**config.mk**
```make
export PLATFORM = sky130hd
export DESIGN_NAME = watchdog_timer
export DESIGN_NICKNAME = d
export VERILOG_FILES = /design/src/verilog/wd_pkg.sv /design/src/verilog/wd_core_if.sv /design/src/verilog/count_clock_select.sv /design/src/verilog/watchdog_timer.sv /design/src/verilog/wd_up_counter.sv
export SDC_FILE = /design/constraint.sdc
export NUM_CORES = 1
export LEC_CHECK = 0
export ABC_CLOCK_PERIOD_IN_PS = 4500
export BUFFER_PORTS_ARGS = -buffer_cell sky130_fd_sc_hd__buf_2
export CELL_PAD_IN_SITES_DETAIL_PLACEMENT = 0
export CELL_PAD_IN_SITES_GLOBAL_PLACEMENT = 1
export CORE_MARGIN = 2
export CORE_UTILIZATION = 38
export DETAILED_ROUTE_END_ITERATION = 6
export PLACE_DENSITY_LB_ADDON = 0.1
export SYNTH_ARGS = -nofsm -noshare
export SYNTH_HDL_FRONTEND = slang
export SYNTH_HIERARCHICAL = 1
export SYNTH_SLANG_ARGS = --single-unit
```
**constraint.sdc**
```tcl
create_clock -name clk_i -period 4.5 [get_ports clk_i]
set_clock_uncertainty 0.1 [all_clocks]
set_input_delay 0.45 -clock clk_i [delete_from_list [all_inputs] [get_ports clk_i]]
set_output_delay 0.45 -clock clk_i [all_outputs]
set_load 0.005 [all_outputs]
```
**src/verilog/wd_pkg.sv**
```systemverilog
/*
 * Shared constants for the watchdog / interval timer: register
 * offsets, field positions, reset values and divider sizes.
 * Assumes a 16-bit byte address and 32-bit Wishbone data.
 */
package wd_pkg;

    localparam int unsigned ADDR_W   = 16;
    localparam int unsigned DATA_W   = 32;
    localparam int unsigned CNT_W    = 8;
    localparam int unsigned SEL_W    = 4;
    localparam int unsigned IRQ_W    = 2;

    // Register byte addresses
    localparam logic [15:0] COUNT_OFS    = 16'hffb0;
    localparam logic [15:0] CLKSRC_OFS   = 16'hffb4;
    localparam logic [15:0] CTRL_OFS     = 16'hffb8;
    localparam logic [15:0] IRQ_STAT_OFS = 16'hffbc;
    localparam logic [15:0] IRQ_MASK_OFS = 16'hffc0;

    // Reset values
    localparam logic [7:0] CNT_RST    = 8'h00;
    localparam logic [3:0] CLKSRC_RST = 4'hf;
    localparam logic [3:0] CLKSRC_RSV = 4'hf;
    localparam logic [1:0] IRQ_RST    = 2'h0;

    // Control register fields
    localparam int unsigned CTRL_FLAG_BIT   = 7;
    localparam int unsigned CTRL_PERMIT_BIT = 6;
    localparam int unsigned CTRL_FUNC_BIT   = 5;
    localparam int unsigned CTRL_RUN_BIT    = 2;

    // Interrupt status / mask fields
    localparam int unsigned IRQ_ROLL_BIT = 0;
    localparam int unsigned IRQ_WDOG_BIT = 1;

    // Clock select field
    localparam int unsigned SEL_SYS_BIT = 3;

    // Dividers
    localparam int unsigned PRESC_W          = 13;
    localparam int unsigned SYS_DIV_LOG2_MIN = 6;
    localparam int unsigned OSC_DIV_W        = 11;
    localparam logic [10:0] OSC_LAST         = 11'h7ff;

    typedef enum logic {
        FUNC_WATCHDOG = 1'b0,
        FUNC_INTERVAL = 1'b1
    } timer_func_t;

    localparam timer_func_t FUNC_RST = FUNC_WATCHDOG;

endpackage

```
**src/verilog/wd_core_if.sv**
```systemverilog
/*
 * Bundle between the timer top, its clock selector and its counter.
 * Assumes all three run on the same clock.
 */
interface wd_core_if;
    import wd_pkg::*;

    logic [SEL_W-1:0] clk_sel;
    logic             tick;
    logic             run;
    logic             load;
    logic [CNT_W-1:0] load_val;
    logic [CNT_W-1:0] count;
    logic             wrap;

    modport ctrl  (output clk_sel, run, load, load_val,
                   input  tick, count, wrap);
    modport presc (input  clk_sel, output tick);
    modport cntr  (input  tick, run, load, load_val,
                   output count, wrap);
endinterface

```
**src/verilog/count_clock_select.sv**
```systemverilog
/*
 * Count clock selector: one free-running system clock prescaler and
 * an oscillator edge divider, reduced to a single-cycle tick.
 * Assumes osc_i is a level synchronous to clk_i.
 */
module count_clock_select
    import wd_pkg::*;
(
    input  wire logic  clk_i,
    input  wire logic  rst_i,
    input  wire logic  osc_i,
    wd_core_if.presc   core
);

    logic [PRESC_W-1:0]   presc_ff;
    logic [PRESC_W-1:0]   div_mask;
    logic                 sys_tick;
    logic                 osc_q_ff;
    logic                 osc_rise;
    logic [OSC_DIV_W-1:0] osc_cnt_ff;
    logic                 osc_tick;

    // One prescaler for all system clock divisions keeps ticks phase aligned
    always_ff @(posedge clk_i) begin
        if (rst_i) begin
            presc_ff <= '0;
        end else begin
            presc_ff <= presc_ff + 1'b1;
        end
    end

    always_comb begin
        div_mask = PRESC_W'((1 << (SYS_DIV_LOG2_MIN
                   + 32'(core.clk_sel[2:0]))) - 1);
    end

    // Pulse when the selected low bits are all ones
    assign sys_tick = (presc_ff & div_mask) == div_mask;

    always_ff @(posedge clk_i) begin
        if (rst_i) begin
            osc_q_ff <= 1'b0;
        end else begin
            osc_q_ff <= osc_i;
        end
    end

    assign osc_rise = osc_i & ~osc_q_ff;

    always_ff @(posedge clk_i) begin
        if (rst_i) begin
            osc_cnt_ff <= '0;
        end else if (osc_rise) begin
            osc_cnt_ff <= osc_cnt_ff + 1'b1;
        end
    end

    assign osc_tick  = osc_rise & (osc_cnt_ff == OSC_LAST);
    // Top bit low ignores the low three bits
    assign core.tick = core.clk_sel[SEL_SYS_BIT] ? sys_tick
                                                 : osc_tick;

    // Helper: cycles since the last tick with a stable select
    logic [PRESC_W:0]   gap_ff;
    logic [SEL_W-1:0]   sel_q_ff;
    logic               valid_ff;

    always_ff @(posedge clk_i) begin
        if (rst_i) begin
            gap_ff   <= '0;
            sel_q_ff <= CLKSRC_RST;
            valid_ff <= 1'b0;
        end else begin
            gap_ff   <= core.tick ? '0 : gap_ff + 1'b1;
            sel_q_ff <= core.clk_sel;
            if (sel_q_ff != core.clk_sel) begin
                valid_ff <= 1'b0;
            end else if (core.tick) begin
                valid_ff <= 1'b1;
            end
        end
    end
endmodule

```
**src/verilog/watchdog_timer.sv**
```systemverilog
/*
 * Watchdog / interval timer top: Wishbone register slave, control
 * bits, rollover flag, interrupt status and mask, reset request.
 * Assumes a classic Wishbone master on clk_i and an on-chip
 * oscillator level on osc_i synchronous to clk_i.
 */
// Contract
// - 8-bit counter, readable, writable, advances per tick.
// - Clock source upper four bits read ones.
// - Codes 1000-1011 count system clock /64../512.
// - Codes 1100-1111 count system clock /1024../8192.
// - Top bit zero: oscillator divided by 2048.
// - Rollover sets flag; read one, write zero.
// - Function bit: 0 watchdog, 1 interval.
// - Counts while run bit set, else holds.
// - Counter writes only with write permit set.
module watchdog_timer
    import wd_pkg::*;
(
    input  wire logic              clk_i,
    input  wire logic              rst_i,
    input  wire logic              wb_cyc_i,
    input  wire logic              wb_stb_i,
    input  wire logic              wb_we_i,
    input  wire logic [ADDR_W-1:0] wb_adr_i,
    input  wire logic [3:0]        wb_sel_i,
    input  wire logic [DATA_W-1:0] wb_dat_i,
    output logic      [DATA_W-1:0] wb_dat_o,
    output logic                   wb_ack_o,
    input  wire logic              osc_i,
    output logic                   irq_o,
    output logic                   wdt_reset_o
);

    wd_core_if core ();

    logic              req;
    logic              ack_ff;
    logic              wr_do;
    logic              rd_do;
    logic [DATA_W-1:0] rd_mux;
    logic [DATA_W-1:0] rdata_ff;
    logic              hit_cnt;
    logic              hit_src;
    logic              hit_ctrl;
    logic              hit_stat;
    logic              hit_mask;

    logic [SEL_W-1:0]  clksrc_ff;
    logic              permit_ff;
    logic              run_ff;
    timer_func_t       func_ff;
    logic              flag_ff;
    logic              nxt_flag;
    logic              armed_ff;
    logic [IRQ_W-1:0]  stat_ff;
    logic [IRQ_W-1:0]  nxt_stat;
    logic [IRQ_W-1:0]  mask_ff;
    logic [IRQ_W-1:0]  events;
    logic              wdt_rst_ff;
    logic [7:0]        ctrl_rd;
    logic [7:0]        wbyte;

    count_clock_select u_clk_sel (
        .clk_i (clk_i),
        .rst_i (rst_i),
        .osc_i (osc_i),
        .core  (core.presc)
    );

    wd_up_counter u_counter (
        .clk_i (clk_i),
        .rst_i (rst_i),
        .core  (core.cntr)
    );

    // Bus slave: one wait state, ack for exactly one cycle
    assign req   = wb_cyc_i & wb_stb_i;
    assign wbyte = wb_dat_i[7:0];
    assign wr_do = req & ack_ff & wb_we_i & wb_sel_i[0];
    assign rd_do = req & ack_ff & ~wb_we_i;

    always_ff @(posedge clk_i) begin
        if (rst_i) begin
            ack_ff <= 1'b0;
        end else begin
            ack_ff <= req & ~ack_ff;
        end
    end

    assign wb_ack_o = ack_ff;

    assign hit_cnt  = wb_adr_i == COUNT_OFS;
    assign hit_src  = wb_adr_i == CLKSRC_OFS;
    assign hit_ctrl = wb_adr_i == CTRL_OFS;
    assign hit_stat = wb_adr_i == IRQ_STAT_OFS;
    assign hit_mask = wb_adr_i == IRQ_MASK_OFS;

    always_comb begin
        ctrl_rd                  = 8'h00;
        ctrl_rd[CTRL_FLAG_BIT]   = flag_ff;
        ctrl_rd[CTRL_PERMIT_BIT] = permit_ff;
        ctrl_rd[CTRL_FUNC_BIT]   = func_ff;
        ctrl_rd[CTRL_RUN_BIT]    = run_ff;
    end

    // Unmapped addresses still ack and read as zero
    always_comb begin
        rd_mux = '0;
        case (1'b1)
            hit_cnt: begin
                rd_mux[CNT_W-1:0] = core.count;
            end
            hit_src: begin
                rd_mux[7:0] = {CLKSRC_RSV, clksrc_ff};
            end
            hit_ctrl: begin
                rd_mux[7:0] = ctrl_rd;
            end
            hit_stat: begin
                rd_mux[IRQ_W-1:0] = stat_ff;
            end
            hit_mask: begin
                rd_mux[IRQ_W-1:0] = mask_ff;
            end
            default: begin
                rd_mux = '0;
            end
        endcase
    end

    // Data sampled when the request arrives, held through the ack
    always_ff @(posedge clk_i) begin
        if (rst_i) begin
            rdata_ff <= '0;
        end else if (req & ~ack_ff) begin
            rdata_ff <= rd_mux;
        end
    end

    assign wb_dat_o = rdata_ff;

    // Clock source select
    always_ff @(posedge clk_i) begin
        if (rst_i) begin
            clksrc_ff <= CLKSRC_RST;
        end else if (wr_do & hit_src) begin
            // Medium-speed restrictions are left to software
            clksrc_ff <= wbyte[SEL_W-1:0];
        end
    end

    assign core.clk_sel = clksrc_ff;

    // Control bits
    always_ff @(posedge clk_i) begin
        if (rst_i) begin
            permit_ff <= 1'b0;
            run_ff    <= 1'b0;
            func_ff   <= FUNC_RST;
        end else if (wr_do & hit_ctrl) begin
            permit_ff <= wbyte[CTRL_PERMIT_BIT];
            run_ff    <= wbyte[CTRL_RUN_BIT];
            func_ff   <= timer_func_t'(wbyte[CTRL_FUNC_BIT]);
        end
    end

    assign core.run      = run_ff;
    assign core.load     = wr_do & hit_cnt & permit_ff;
    assign core.load_val = wbyte[CNT_W-1:0];

    // Clearing needs a read that returned one; a stray zero write
    // cannot wipe an overflow that software never saw
    always_ff @(posedge clk_i) begin
        if (rst_i) begin
            armed_ff <= 1'b0;
        end else if (rd_do & hit_ctrl) begin
            armed_ff <= rdata_ff[CTRL_FLAG_BIT];
        end else if ((wr_do & hit_ctrl) | ~flag_ff) begin
            armed_ff <= 1'b0;
        end
    end

    // A rollover in the clearing cycle wins
    always_comb begin
        nxt_flag = flag_ff;
        if (core.wrap) begin
            nxt_flag = 1'b1;
        end else if (wr_do & hit_ctrl & armed_ff
                     & ~wbyte[CTRL_FLAG_BIT]) begin
            nxt_flag = 1'b0;
        end
    end

    always_ff @(posedge clk_i) begin
        if (rst_i) begin
            flag_ff <= 1'b0;
        end else begin
            flag_ff <= nxt_flag;
        end
    end

    // Function decides what a rollover raises
    always_comb begin
        events               = '0;
        events[IRQ_ROLL_BIT] = core.wrap & (func_ff == FUNC_INTERVAL);
        events[IRQ_WDOG_BIT] = core.wrap & (func_ff == FUNC_WATCHDOG);
    end

    always_ff @(posedge clk_i) begin
        if (rst_i) begin
            wdt_rst_ff <= 1'b0;
        end else begin
            wdt_rst_ff <= events[IRQ_WDOG_BIT];
        end
    end

    assign wdt_reset_o = wdt_rst_ff;

    // Sticky status, write one to clear, set wins
    always_comb begin
        nxt_stat = stat_ff;
        if (wr_do & hit_stat) begin
            nxt_stat = stat_ff & ~wbyte[IRQ_W-1:0];
        end
        nxt_stat = nxt_stat | events;
    end

    always_ff @(posedge clk_i) begin
        if (rst_i) begin
            stat_ff <= IRQ_RST;
        end else begin
            stat_ff <= nxt_stat;
        end
    end

    always_ff @(posedge clk_i) begin
        if (rst_i) begin
            mask_ff <= IRQ_RST;
        end else if (wr_do & hit_mask) begin
            mask_ff <= wbyte[IRQ_W-1:0];
        end
    end

    assign irq_o = |(stat_ff & mask_ff);
endmodule

```
**src/verilog/wd_up_counter.sv**
```systemverilog
/*
 * Eight-bit up-counter with load, run gate and rollover pulse.
 * Assumes load is already qualified by the write permit.
 */
module wd_up_counter
    import wd_pkg::*;
(
    input  wire logic  clk_i,
    input  wire logic  rst_i,
    wd_core_if.cntr    core
);

    logic [CNT_W-1:0] count_ff;
    logic             step;

    assign step = core.run & core.tick & ~core.load;

    // Software load wins over a tick in the same cycle
    always_ff @(posedge clk_i) begin
        if (rst_i) begin
            count_ff <= CNT_RST;
        end else if (core.load) begin
            count_ff <= core.load_val;
        end else if (step) begin
            count_ff <= count_ff + 1'b1;
        end
    end

    assign core.count = count_ff;
    assign core.wrap  = step & (&count_ff);
endmodule
```
# Word-level counts from Yosys, hierarchy flattened
# Index checks and enable logic that the tools add are counted.
[word_totals] ff_bits=56 in_bits=58 output_inout_bits=35 word_cells=84
[op_classes] n_addsub=5 eq_ne=7 n_shift=1 muxes=16 bitwise_logic=35 n_reduce_logical=5
[ops] op="$eq 16x16->1 const B" n=5
[ops] op="$shl 1x32->13 const A" n=1
[ops] op="$and 1x1->1" n=22
[ops] op="$mux 6" n=3
[ops] op="$mux 8" n=2
[ops] op="$add 13x1->13 const B" n=1
[ops] op="$and 13x13->13" n=1
[ops] op="$eq 13x13->1" n=1
[ops] op="$sub 13x2->13 const B" n=1
[ops] op="$mux 2" n=6
[ops] op="$add 11x1->11 const B" n=1
[ops] op="$eq 11x11->1 const B" n=1
[ops] op="$add 8x1->8 const B" n=1
[ops] op="$reduce_and 8->1" n=1
[ops] op="$not 1->1" n=7
[ops] op="$reduce_bool 2->1" n=3
[ops] op="$mux 1" n=5
[ops] op="$add 3x3->4 const A" n=1
[ops] op="$and 2x2->2" n=2
[ops] op="$not 2->2" n=1
[ops] op="$or 2x2->2" n=1
[ops] op="$reduce_or 2->1" n=1
[ops] op="$or 1x1->1" n=1

# Logic depth before layout (Yosys ltp)
# Gate-level depths: netlist of run 1.
[depth] depth_word=11 mapped_depth=17 mapped_depth_nobuf=14

# Hierarchy
# The synthesis of run 1 kept the hierarchy.
[by_module_without_submodules] module="count_clock_select" instances=1 cells_each=163 area_each_um2=1418.9 seq_area_each_um2=500.5
[by_module_without_submodules] module="watchdog_timer" instances=1 cells_each=174 area_each_um2=1418.9 seq_area_each_um2=460.4
[by_module_without_submodules] module="wd_up_counter" instances=1 cells_each=54 area_each_um2=447.9 seq_area_each_um2=160.2

# Worst setup path before layout of run 1
# Ideal clock, no wire load.
[synth_timing] kind="reg2reg" startpoint="reg clksrc_ff[1]" endpoint="reg stat_ff[1]" setup_ps=58 t_arrival_ps=3574 t_required_ps=4342 slack_ps=768 stages_incl_launch_ff=18 synth_period_minus_slack_ps=3732 cell_sequence="dfxtp_1 > buf_6 > inv_1 > ha_1 > buf_6 > nand4b_1 > ha_1 > buf_2 > nor2_1 > nor2_1 > xor2_1 > a221o_1 > o31ai_2 > nand4_1 > nor4b_1 > inv_1 > nor3_1 > a31o_1"
[synth_via] elab_chain_cells=11
[synth_lines] item="start, declared" line_no="watchdog_timer.sv:49" text="logic [SEL_W-1:0] clksrc_ff;"
[synth_lines] item="start signal, assigned" line_no="watchdog_timer.sv:149" text="clksrc_ff <= wbyte[SEL_W-1:0];"
[synth_lines] item="$add 3x3->4 *" line_no="count_clock_select.sv:34" text="+ 32'(core.clk_sel[2:0]))) - 1);"
[synth_lines] item="$shl 1x32->13 *" line_no="count_clock_select.sv:33" text="div_mask = PRESC_W'((1 << (SYS_DIV_LOG2_MIN"
[synth_lines] item="$sub 13x2->13 *" line_no="count_clock_select.sv:34"
[synth_lines] item="$and 13x13->13" line_no="count_clock_select.sv:38" text="assign sys_tick = (presc_ff & div_mask) == div_mask;"
[synth_lines] item="$eq 13x13->1 *" line_no="count_clock_select.sv:38"
[synth_lines] item="$mux 1 *" line_no="count_clock_select.sv:60" text="assign core.tick = core.clk_sel[SEL_SYS_BIT] ? sys_tick"
[synth_lines] item="via core.tick" line_no="wd_core_if.sv:9" text="logic tick;"
[synth_lines] item="$and 1x1->1 * (2 in series)" line_no="wd_up_counter.sv:16" text="assign step = core.run & core.tick & ~core.load;"
[synth_lines] item="$and 1x1->1 *" line_no="wd_up_counter.sv:30" text="assign core.wrap = step & (&count_ff);"
[synth_lines] item="via core.wrap" line_no="wd_core_if.sv:14" text="logic wrap;"
[synth_lines] item="$and 1x1->1 *" line_no="watchdog_timer.sv:207" text="events[IRQ_WDOG_BIT] = core.wrap & (func_ff == FUNC_WATCHDOG);"
[synth_lines] item="$or 2x2->2 *" line_no="watchdog_timer.sv:226" text="nxt_stat = nxt_stat | events;"
[synth_lines] item="end signal, assigned" line_no="watchdog_timer.sv:233" text="stat_ff <= nxt_stat;"
[synth_lines] item="end, declared" line_no="watchdog_timer.sv:56" text="logic [IRQ_W-1:0] stat_ff;"
# The timed path passes the listed nets; every way through them passes the cells marked *.
# A chain may end at the register's enable or synchronous reset.

# Worst setup path in the final report of run 1
[layout_timing] startpoint="reg clksrc_ff[2]" endpoint="reg stat_ff[1]"
# Same word-level chain as after synthesis.

==> flow_metrics.py, run 1 <==
metrics = {
    "clock_tree": {
        "root_buffer": "clkbuf_8",
        "post-cts-setup-buffers": 0,
        "cts.repair.resized": 0,
        "clk_pin_slew_ps": 110,
        "ctsLongestPathBuffers": 2,
        "hold_buffers": 0,
        "cts_made_buffers": 5,
        "htree_levels": 2,
        "cts_tree": "done",
        "insertion_delay_ps": 320,
        "cts_sinks": 56,
    },
    "synth": {
        "synth-edff-count": 0,
        "syn_area_um2": 3290,
        "syn-instance-count": 391,
        "ys_ff_latch": 56,
        "yosysWarnings": 6,
        "synth_cell_types": 65,
        "synth-async-reset-ratio_pct": 0,
        "synthFlopType": "dfxtp_1",
        "syn_area_per_cell_um2": 8.40,
        "seq_area_frac_synth_pct": 34.1,
    },
    "layout": {
        "drive_gt1_share_pct": 16.0,
        "nNetsFinal": 496,
        "diodes": 0,
        "fillCellCount": 859,
        "syn2layout_area_growth_pct": 8.72,
    },
    "min_path": {
        "hold_class": "input pin to register",
    },
    "grt": {
        "grt_max_degree": 44,
        "grt_use_total_pct": 16.0,
        "use_met1_pct": 21.8,
        "groute.layer.met3.usage_pct": 3.54,
        "overflow": 0,
        "first_global_vias": 2520,
        "top_usage_layer": "met2",
        "antenna_found_initial": 0,
        "grt_first_pass_wirelength_um": 12500,
        "use_met2_pct": 26.0,
    },
    "worst_setup_path": {
        "worstPathArrival_ps": 4120,
        "critPathRequiredTime_ps": 4670,
        "critical_path.startpoint_type": "register",
        "critical_path.slowest_cell": "ha_1",
        "crit_path_max_fanout": 12,
        "path_class": "register to register",
        "crit_chain": "inv_1 -> ha_1 -> nand4b_1 -> ha_1 -> nor2_1 -> nor2_1 -> xor2_1 -> a221o_1 -> o31ai_2 -> nand4_1 -> nor4b_1 -> buf_4 -> inv_1 -> nor3_1 -> a31o_1",
        "critical_path.max_stage_delay_ps": 530,
        "crit_path_end_kind": "register",
    },
    "power_and_ir_drop": {
        "p_leak_uw": 0.00141,
        "seqPwrFrac_pct": 58.3,
        "finalPower_uw": 873,
        "p_sw_share_pct": 26.5,
        "power_density_nw_per_um2": 244,
        "peakVddDrop_uv": 161,
        "internal-power_uw": 641,
        "netSwitchingPower_uw": 231,
        "p_clk_share_pct": 33.8,
        "pwr-share-comb_pct": 7.9,
    },
    "placed_design": {
        "post-dp-hpwl_um": 5600,
        "portBuffers": 41,
        "gp_congestion": 0.790,
    },
    "die": {
        "die_area_um2": 9410,
        "start_util_pct": 39.6,
        "num_io_pins": 93,
        "die_w_um": 97.0,
        "die_h_um": 97.0,
        "core-area_um2": 8300,
        "row_count": 33,
    },
    "timing": {
        "hold_viol": 0,
        "slew_violations": 0,
        "slew_headroom_pct": 46.8,
        "min_period_over_period_pct": 87.7,
        "tightest_slew_ps": 798,
        "min_period_ps": 3950,
        "tns_ps": 0,
        "setup_viol": 0,
        "fmax_mhz": 253,
        "rsz0062_at_grt": "false",
    },
    "run": {
        "maxCapViolations": 0,
    },
    "routing": {
        "drtAntennaViolNets": 0,
        "routed_wl_um": 7440,
        "drt_first_iter_violations": 82,
        "num_vias": 2761,
        "first_pass_iters": 4,
        "viasPerCell": 5.16,
        "drc_errors": 0,
        "wire_per_inst_um": 13.9,
    },
    "status": {
        "status": "finished, final reports clean",
    },
}
==> registers in the layout, indices dropped and copies added (netlist names) <==
signal and flops:
wb_dat_o 8, mask_ff 2, flag_ff 1, armed_ff 1, func_ff 1, u_clk_sel/osc_q_ff 1
wdt_reset_o 1, u_clk_sel/osc_cnt_ff 11, u_clk_sel/presc_ff 13, permit_ff 1, u_counter/core.count 8, clksrc_ff 4
stat_ff 2, wb_ack_o 1, core.run 1
==> synth_stat cells (3+ instances only) <==
master    count  area [um2]
dfxtp_1      56        1120
nor2_1       54         203
buf_4        24         180
nand2_1      22        82.6
inv_1        18        67.6
nand3_1      18        90.1
o21ai_0      13        65.1
xor2_1       12         105
a21oi_1      11        55.1
o21ai_1      11        55.1
xnor2_1      11        96.3
nor3_1       10        50.1
ha_1          9         113
nand4_1       8        50.1
or3_1         8        50.1
clkbuf_1      7        26.3
mux2i_1       7        70.1
a311oi_1      6        52.6
nand2b_1      6        37.5
nor2b_1       6        37.5
and3_1        5        31.3
a211o_1       4        35.0
buf_6         4        45.0
a211oi_1      3        22.5
nand4_2       3        37.5
o31ai_1       3        22.5
==> cells in the final DEF (no fill, tap or decap), types with 3 or more instances in the layout <==
cell      netlist  routed
o21ai_0        13      13
a311oi_1        6       6
or3_1           8       8
nor3_1         10      10
xnor2_1        11      11
a21oi_1        11      11
mux2i_1         7       7
a211o_1         4       4
a211oi_1        3       3
xor2_1         12      12
dfxtp_1        56      56
nor2b_1         6       6
nor2_1         54      54
nand3_1        18      18
ha_1            9       9
buf_2           2      41
conb_1          1      24
nand4_1         8       8
clkbuf_8        0       5
o21ai_1        11      11
buf_4          24       4
nand2_1        22      22
and3_1          5       5
inv_1          18      18
nand2b_1        6       6
o31ai_1         3       3
nand4_2         3       3
==> worst paths after layout <==
path                            slack (ps)  cells past startpoint         start            endpoint
worst max-delay path                   550                     15  clksrc_ff[2]          stat_ff[1]
worst min-delay path                   260                      2         osc_i  u_clk_sel/osc_q_ff
worst max register to register         550                     15  clksrc_ff[2]          stat_ff[1]
worst min register to register         350                      2   wb_dat_o[6]         wb_dat_o[6]
==> stage by stage <==
stage | std cells | setup slack (ps) | utilization [%] | hold WS [ps] | area (um2)
6_report | 535 | 553 | 43.0 | 256 | 3570
5_1_grt | 535 | 161 | 43.0 | 258 | 3570
4_1_cts | 535 | 532 | 43.0 | 248 | 3570
3_5_place_dp | 527 | 583 | 41.9 | 343 | 3480
3_3_place_gp | 527 | 579 | 41.9 | 341 | 3480
2_1_floorplan | 414 | 768 | - | 343 | 3370
==> power by group through the flow <==
stage                     Combinational [uW]  Clock (uW)  Sequential [uW]
after floorplan                         53.9           0              518
after global placement                  69.1           0              520
after detailed placement                69.2           0              520
after CTS                               69.5         308              509
after global routing                    78.3         325              510
final                                   69.2         295              508
==> critical path, delay by kind of cell (launching register included) <==
| kind | cells | cell delay (ps) |
|---|---|---|
| adders and majority gates | 2 | 880 |
| AOI/OAI and AO/OA | 3 | 780 |
| DFF | 1 | 410 |
| buffers and inverters | 3 | 340 |
| and+or+nand+nor | 6 | 1240 |
| xor gates and xnor gates | 1 | 150 |
==> routing by layer <==
| metal | up-vias | share of wire [%] | wire length, um |
|---|---|---|---|
| met1 | 1281 | 47 | 3500 |
| li1 | 1415 | - | - |
| met3 | 7 | 4.6 | 344 |
| met5 | - | 0 | 0 |
| met2 | 58 | 47 | 3510 |
| met4 | 0 | 1.1 | 85 |
==> kinds of logic after synthesis <==
kind of cell    synth area share [%]
compound gates                  14.3
xor+xnor                        6.13
fa+ha+maj                       3.43
buf+inv                         10.0
flops                           34.1
mux                             2.13
other cells                    0.114
simple gates                    29.7
==> area by class of cell <==
| cell class | count | area (um2) | share of cell area [%] |
|---|---|---|---|
| Timing Repair Buffer | 45 | 235 | 6.58 |
| Multi-Input combinational cell | 303 | 1920 | 53.8 |
| Clock buffer | 5 | 68.8 | 1.93 |
| Sequential cell | 56 | 1120 | 31.4 |
| Tap cell | 105 | 131 | 3.68 |
| Clock inverter | 3 | 26.3 | 0.736 |
| Inverter | 18 | 67.6 | 1.89 |
(Power assumes the default switching activity.)
==> run 2: changes to the inputs <==
GPL_TIMING_DRIVEN = 0   (was unset)
==> run 2 against run 1 <==
Combinational power rose by 25%. Sequential cell count did not move. Sequential share of layout area down 2.0 points. Total power increased by 1.9%. Non-clock buffer count is 31 higher. Hold slack improved by 23 ps. Critical path type unchanged. Register-to-register slack lost 250 ps. Largest cell class unchanged. Final area up 6.7%.
==> flow_metrics.py, run 2 (synthesis gave the netlist of run 1 again) <==
metrics = {
    "status": {
        "status": "finished, final reports clean",
    },
    "timing": {
        "slew_headroom_pct": 61.5,
        "hold_viol": 0,
        "fin_ws_ps": 303,
        "setup_viol": 0,
        "tightest_slew_ps": 562,
        "whs_ps": 279,
        "min_period_ps": 4200,
        "slew_violations": 0,
        "fmax_mhz": 238,
        "rsz0062_at_grt": "false",
        "min_period_over_period_pct": 93.3,
    },
    "grt": {
        "overflow": 0,
        "grt_first_pass_wirelength_um": 13400,
        "grt_max_degree": 16,
        "first_global_vias": 2834,
        "antenna_found_initial": 0,
        "grt_use_total_pct": 17.1,
    },
    "layout": {
        "largest-register": "u_clk_sel/presc_ff",
        "nNetsFinal": 527,
        "layout_common_cells": "56 x dfxtp_1, 54 x nor2_1, 41 x buf_2, 24 x buf_4, 24 x conb_1",
        "final_common_cell": "dfxtp_1",
        "syn2layout_area_growth_pct": 16.0,
        "biggestRegsByFlops": "u_clk_sel/presc_ff (13), u_clk_sel/osc_cnt_ff (11)",
        "drive_gt1_share_pct": 20.0,
        "fillCellCount": 856,
        "diodes": 0,
        "largest_reg_flops": 13,
    },
    "placed_design": {
        "post-dp-hpwl_um": 6110,
        "gp_congestion": 0.820,
        "portBuffers": 39,
        "pre_cts_slack_ps": -63.8,
    },
    "routing": {
        "first_pass_iters": 4,
        "num_vias": 2857,
        "drt_first_iter_violations": 60,
        "routed_wl_um": 7910,
        "viasPerCell": 5.05,
        "wire_per_inst_um": 14.0,
        "drtAntennaViolNets": 0,
        "drc_errors": 0,
    },
    "die": {
        "start_util_pct": 39.6,
        "die_w_um": 97.0,
        "num_io_pins": 93,
        "core-area_um2": 8300,
        "die_h_um": 97.0,
        "die_area_um2": 9410,
        "row_count": 33,
    },
    "power_and_ir_drop": {
        "netSwitchingPower_uw": 222,
        "power_density_nw_per_um2": 233,
        "peakVddDrop_uv": 134,
        "p_leak_uw": 0.00157,
        "seqPwrFrac_pct": 57.2,
        "p_clk_share_pct": 33.0,
        "finalPower_uw": 889,
        "pwr-share-comb_pct": 9.8,
        "p_sw_share_pct": 25.0,
        "internal-power_uw": 667,
    },
    "worst_setup_path": {
        "critPathRequiredTime_ps": 4670,
        "crit_buf_inv": 4,
        "critical_path.max_stage_delay_ps": 520,
        "crit_path_max_fanout": 10,
        "crit_path_end_kind": "register",
        "path_class": "register to register",
        "critical_path.slowest_cell": "a2111oi_0",
        "worstPathArrival_ps": 4370,
        "critical_path.startpoint_type": "register",
        "reg2reg_from": "clksrc_ff[1]",
        "crit_chain": "buf_6 -> inv_1 -> ha_1 -> buf_6 -> nand4b_1 -> ha_1 -> o22ai_1 -> a2111oi_0 -> nand4b_1 -> o31ai_4 -> nand4_1 -> nor4b_4 -> inv_1 -> nor3_1 -> a31o_1",
        "crit_family": "simple AND/OR/NAND/NOR gates",
        "crit_path_start": "clksrc_ff[1]",
    },
    "min_path": {
        "worstHoldStart": "osc_i",
        "hold_class": "input pin to register",
    },
    "clock_tree": {
        "cts_tree": "done",
        "root_buffer": "clkbuf_8",
        "insertion_delay_ps": 310,
        "cts_made_buffers": 5,
        "htree_levels": 2,
        "hold_buffers": 0,
        "cts_sinks": 56,
        "clk_pin_slew_ps": 110,
        "ctsLongestPathBuffers": 2,
        "post-cts-setup-buffers": 0,
        "cts.repair.resized": 1,
    },
    "run": {
        "maxCapViolations": 0,
    },
}
-- run 2: changes by cell type in the layout (fill, tap and decap cells not counted), sizes merged --
cell    previous run  this run
inv               19        18
clkbuf             5        15
clkinv             2         0
buf               45        69
-- run 2: through the flow --
stage          instance area [um2]  cells  setup TNS (ps)  util [%]
6_report                      3810    566               0      45.9
5_1_grt                       3810    566               0      45.9
3_3_place_gp                  3700    558           -46.8      44.6
2_1_floorplan                 3370    414               0         -
3_5_place_dp                  3700    558           -91.0      44.6
4_1_cts                       3790    566               0      45.7
-- run 2: cell type report --
type                    instances  area [um2]  area share (%)
multi-input cells             303        1950            51.0
flip-flops and latches         56        1120            29.4
plain buffers                  37         262            6.86
repair buffers                 39         195            5.12
well taps                     105         131            3.45
clock buffers                   8        90.1            2.36
inverters                      18        67.6            1.77
-- run 2: worst paths after layout --
kind	endpoint	slack, ps	depth (start not counted)
setup reg to reg	stat_ff[1]	300	15
hold / removal	u_clk_sel/osc_q_ff	280	2
hold reg to reg	wb_dat_o[5]	350	2
setup / recovery	stat_ff[1]	300	15
-- run 2: power groups by stage --
stage          sequential [uW]  combinational, uW  clock (uW)
3_5_place_dp               520               85.9           0
4_1_cts                    509               86.3         297
5_1_grt                    509               97.0         320
2_1_floorplan              518               53.9           0
6_report                   508               86.7         294
3_3_place_gp               520               85.5           0
-- run 2: per-layer routing --
layer	routed length (um)	share of wire [%]	vias to the layer above	global-route usage, %
li1	-	-	1472	-
met1	3680	46	1319	21.0
met2	3790	48	54	30.0
met3	317	4.0	12	3.97
met4	128	1.6	0	4.33
met5	0	0	-	0
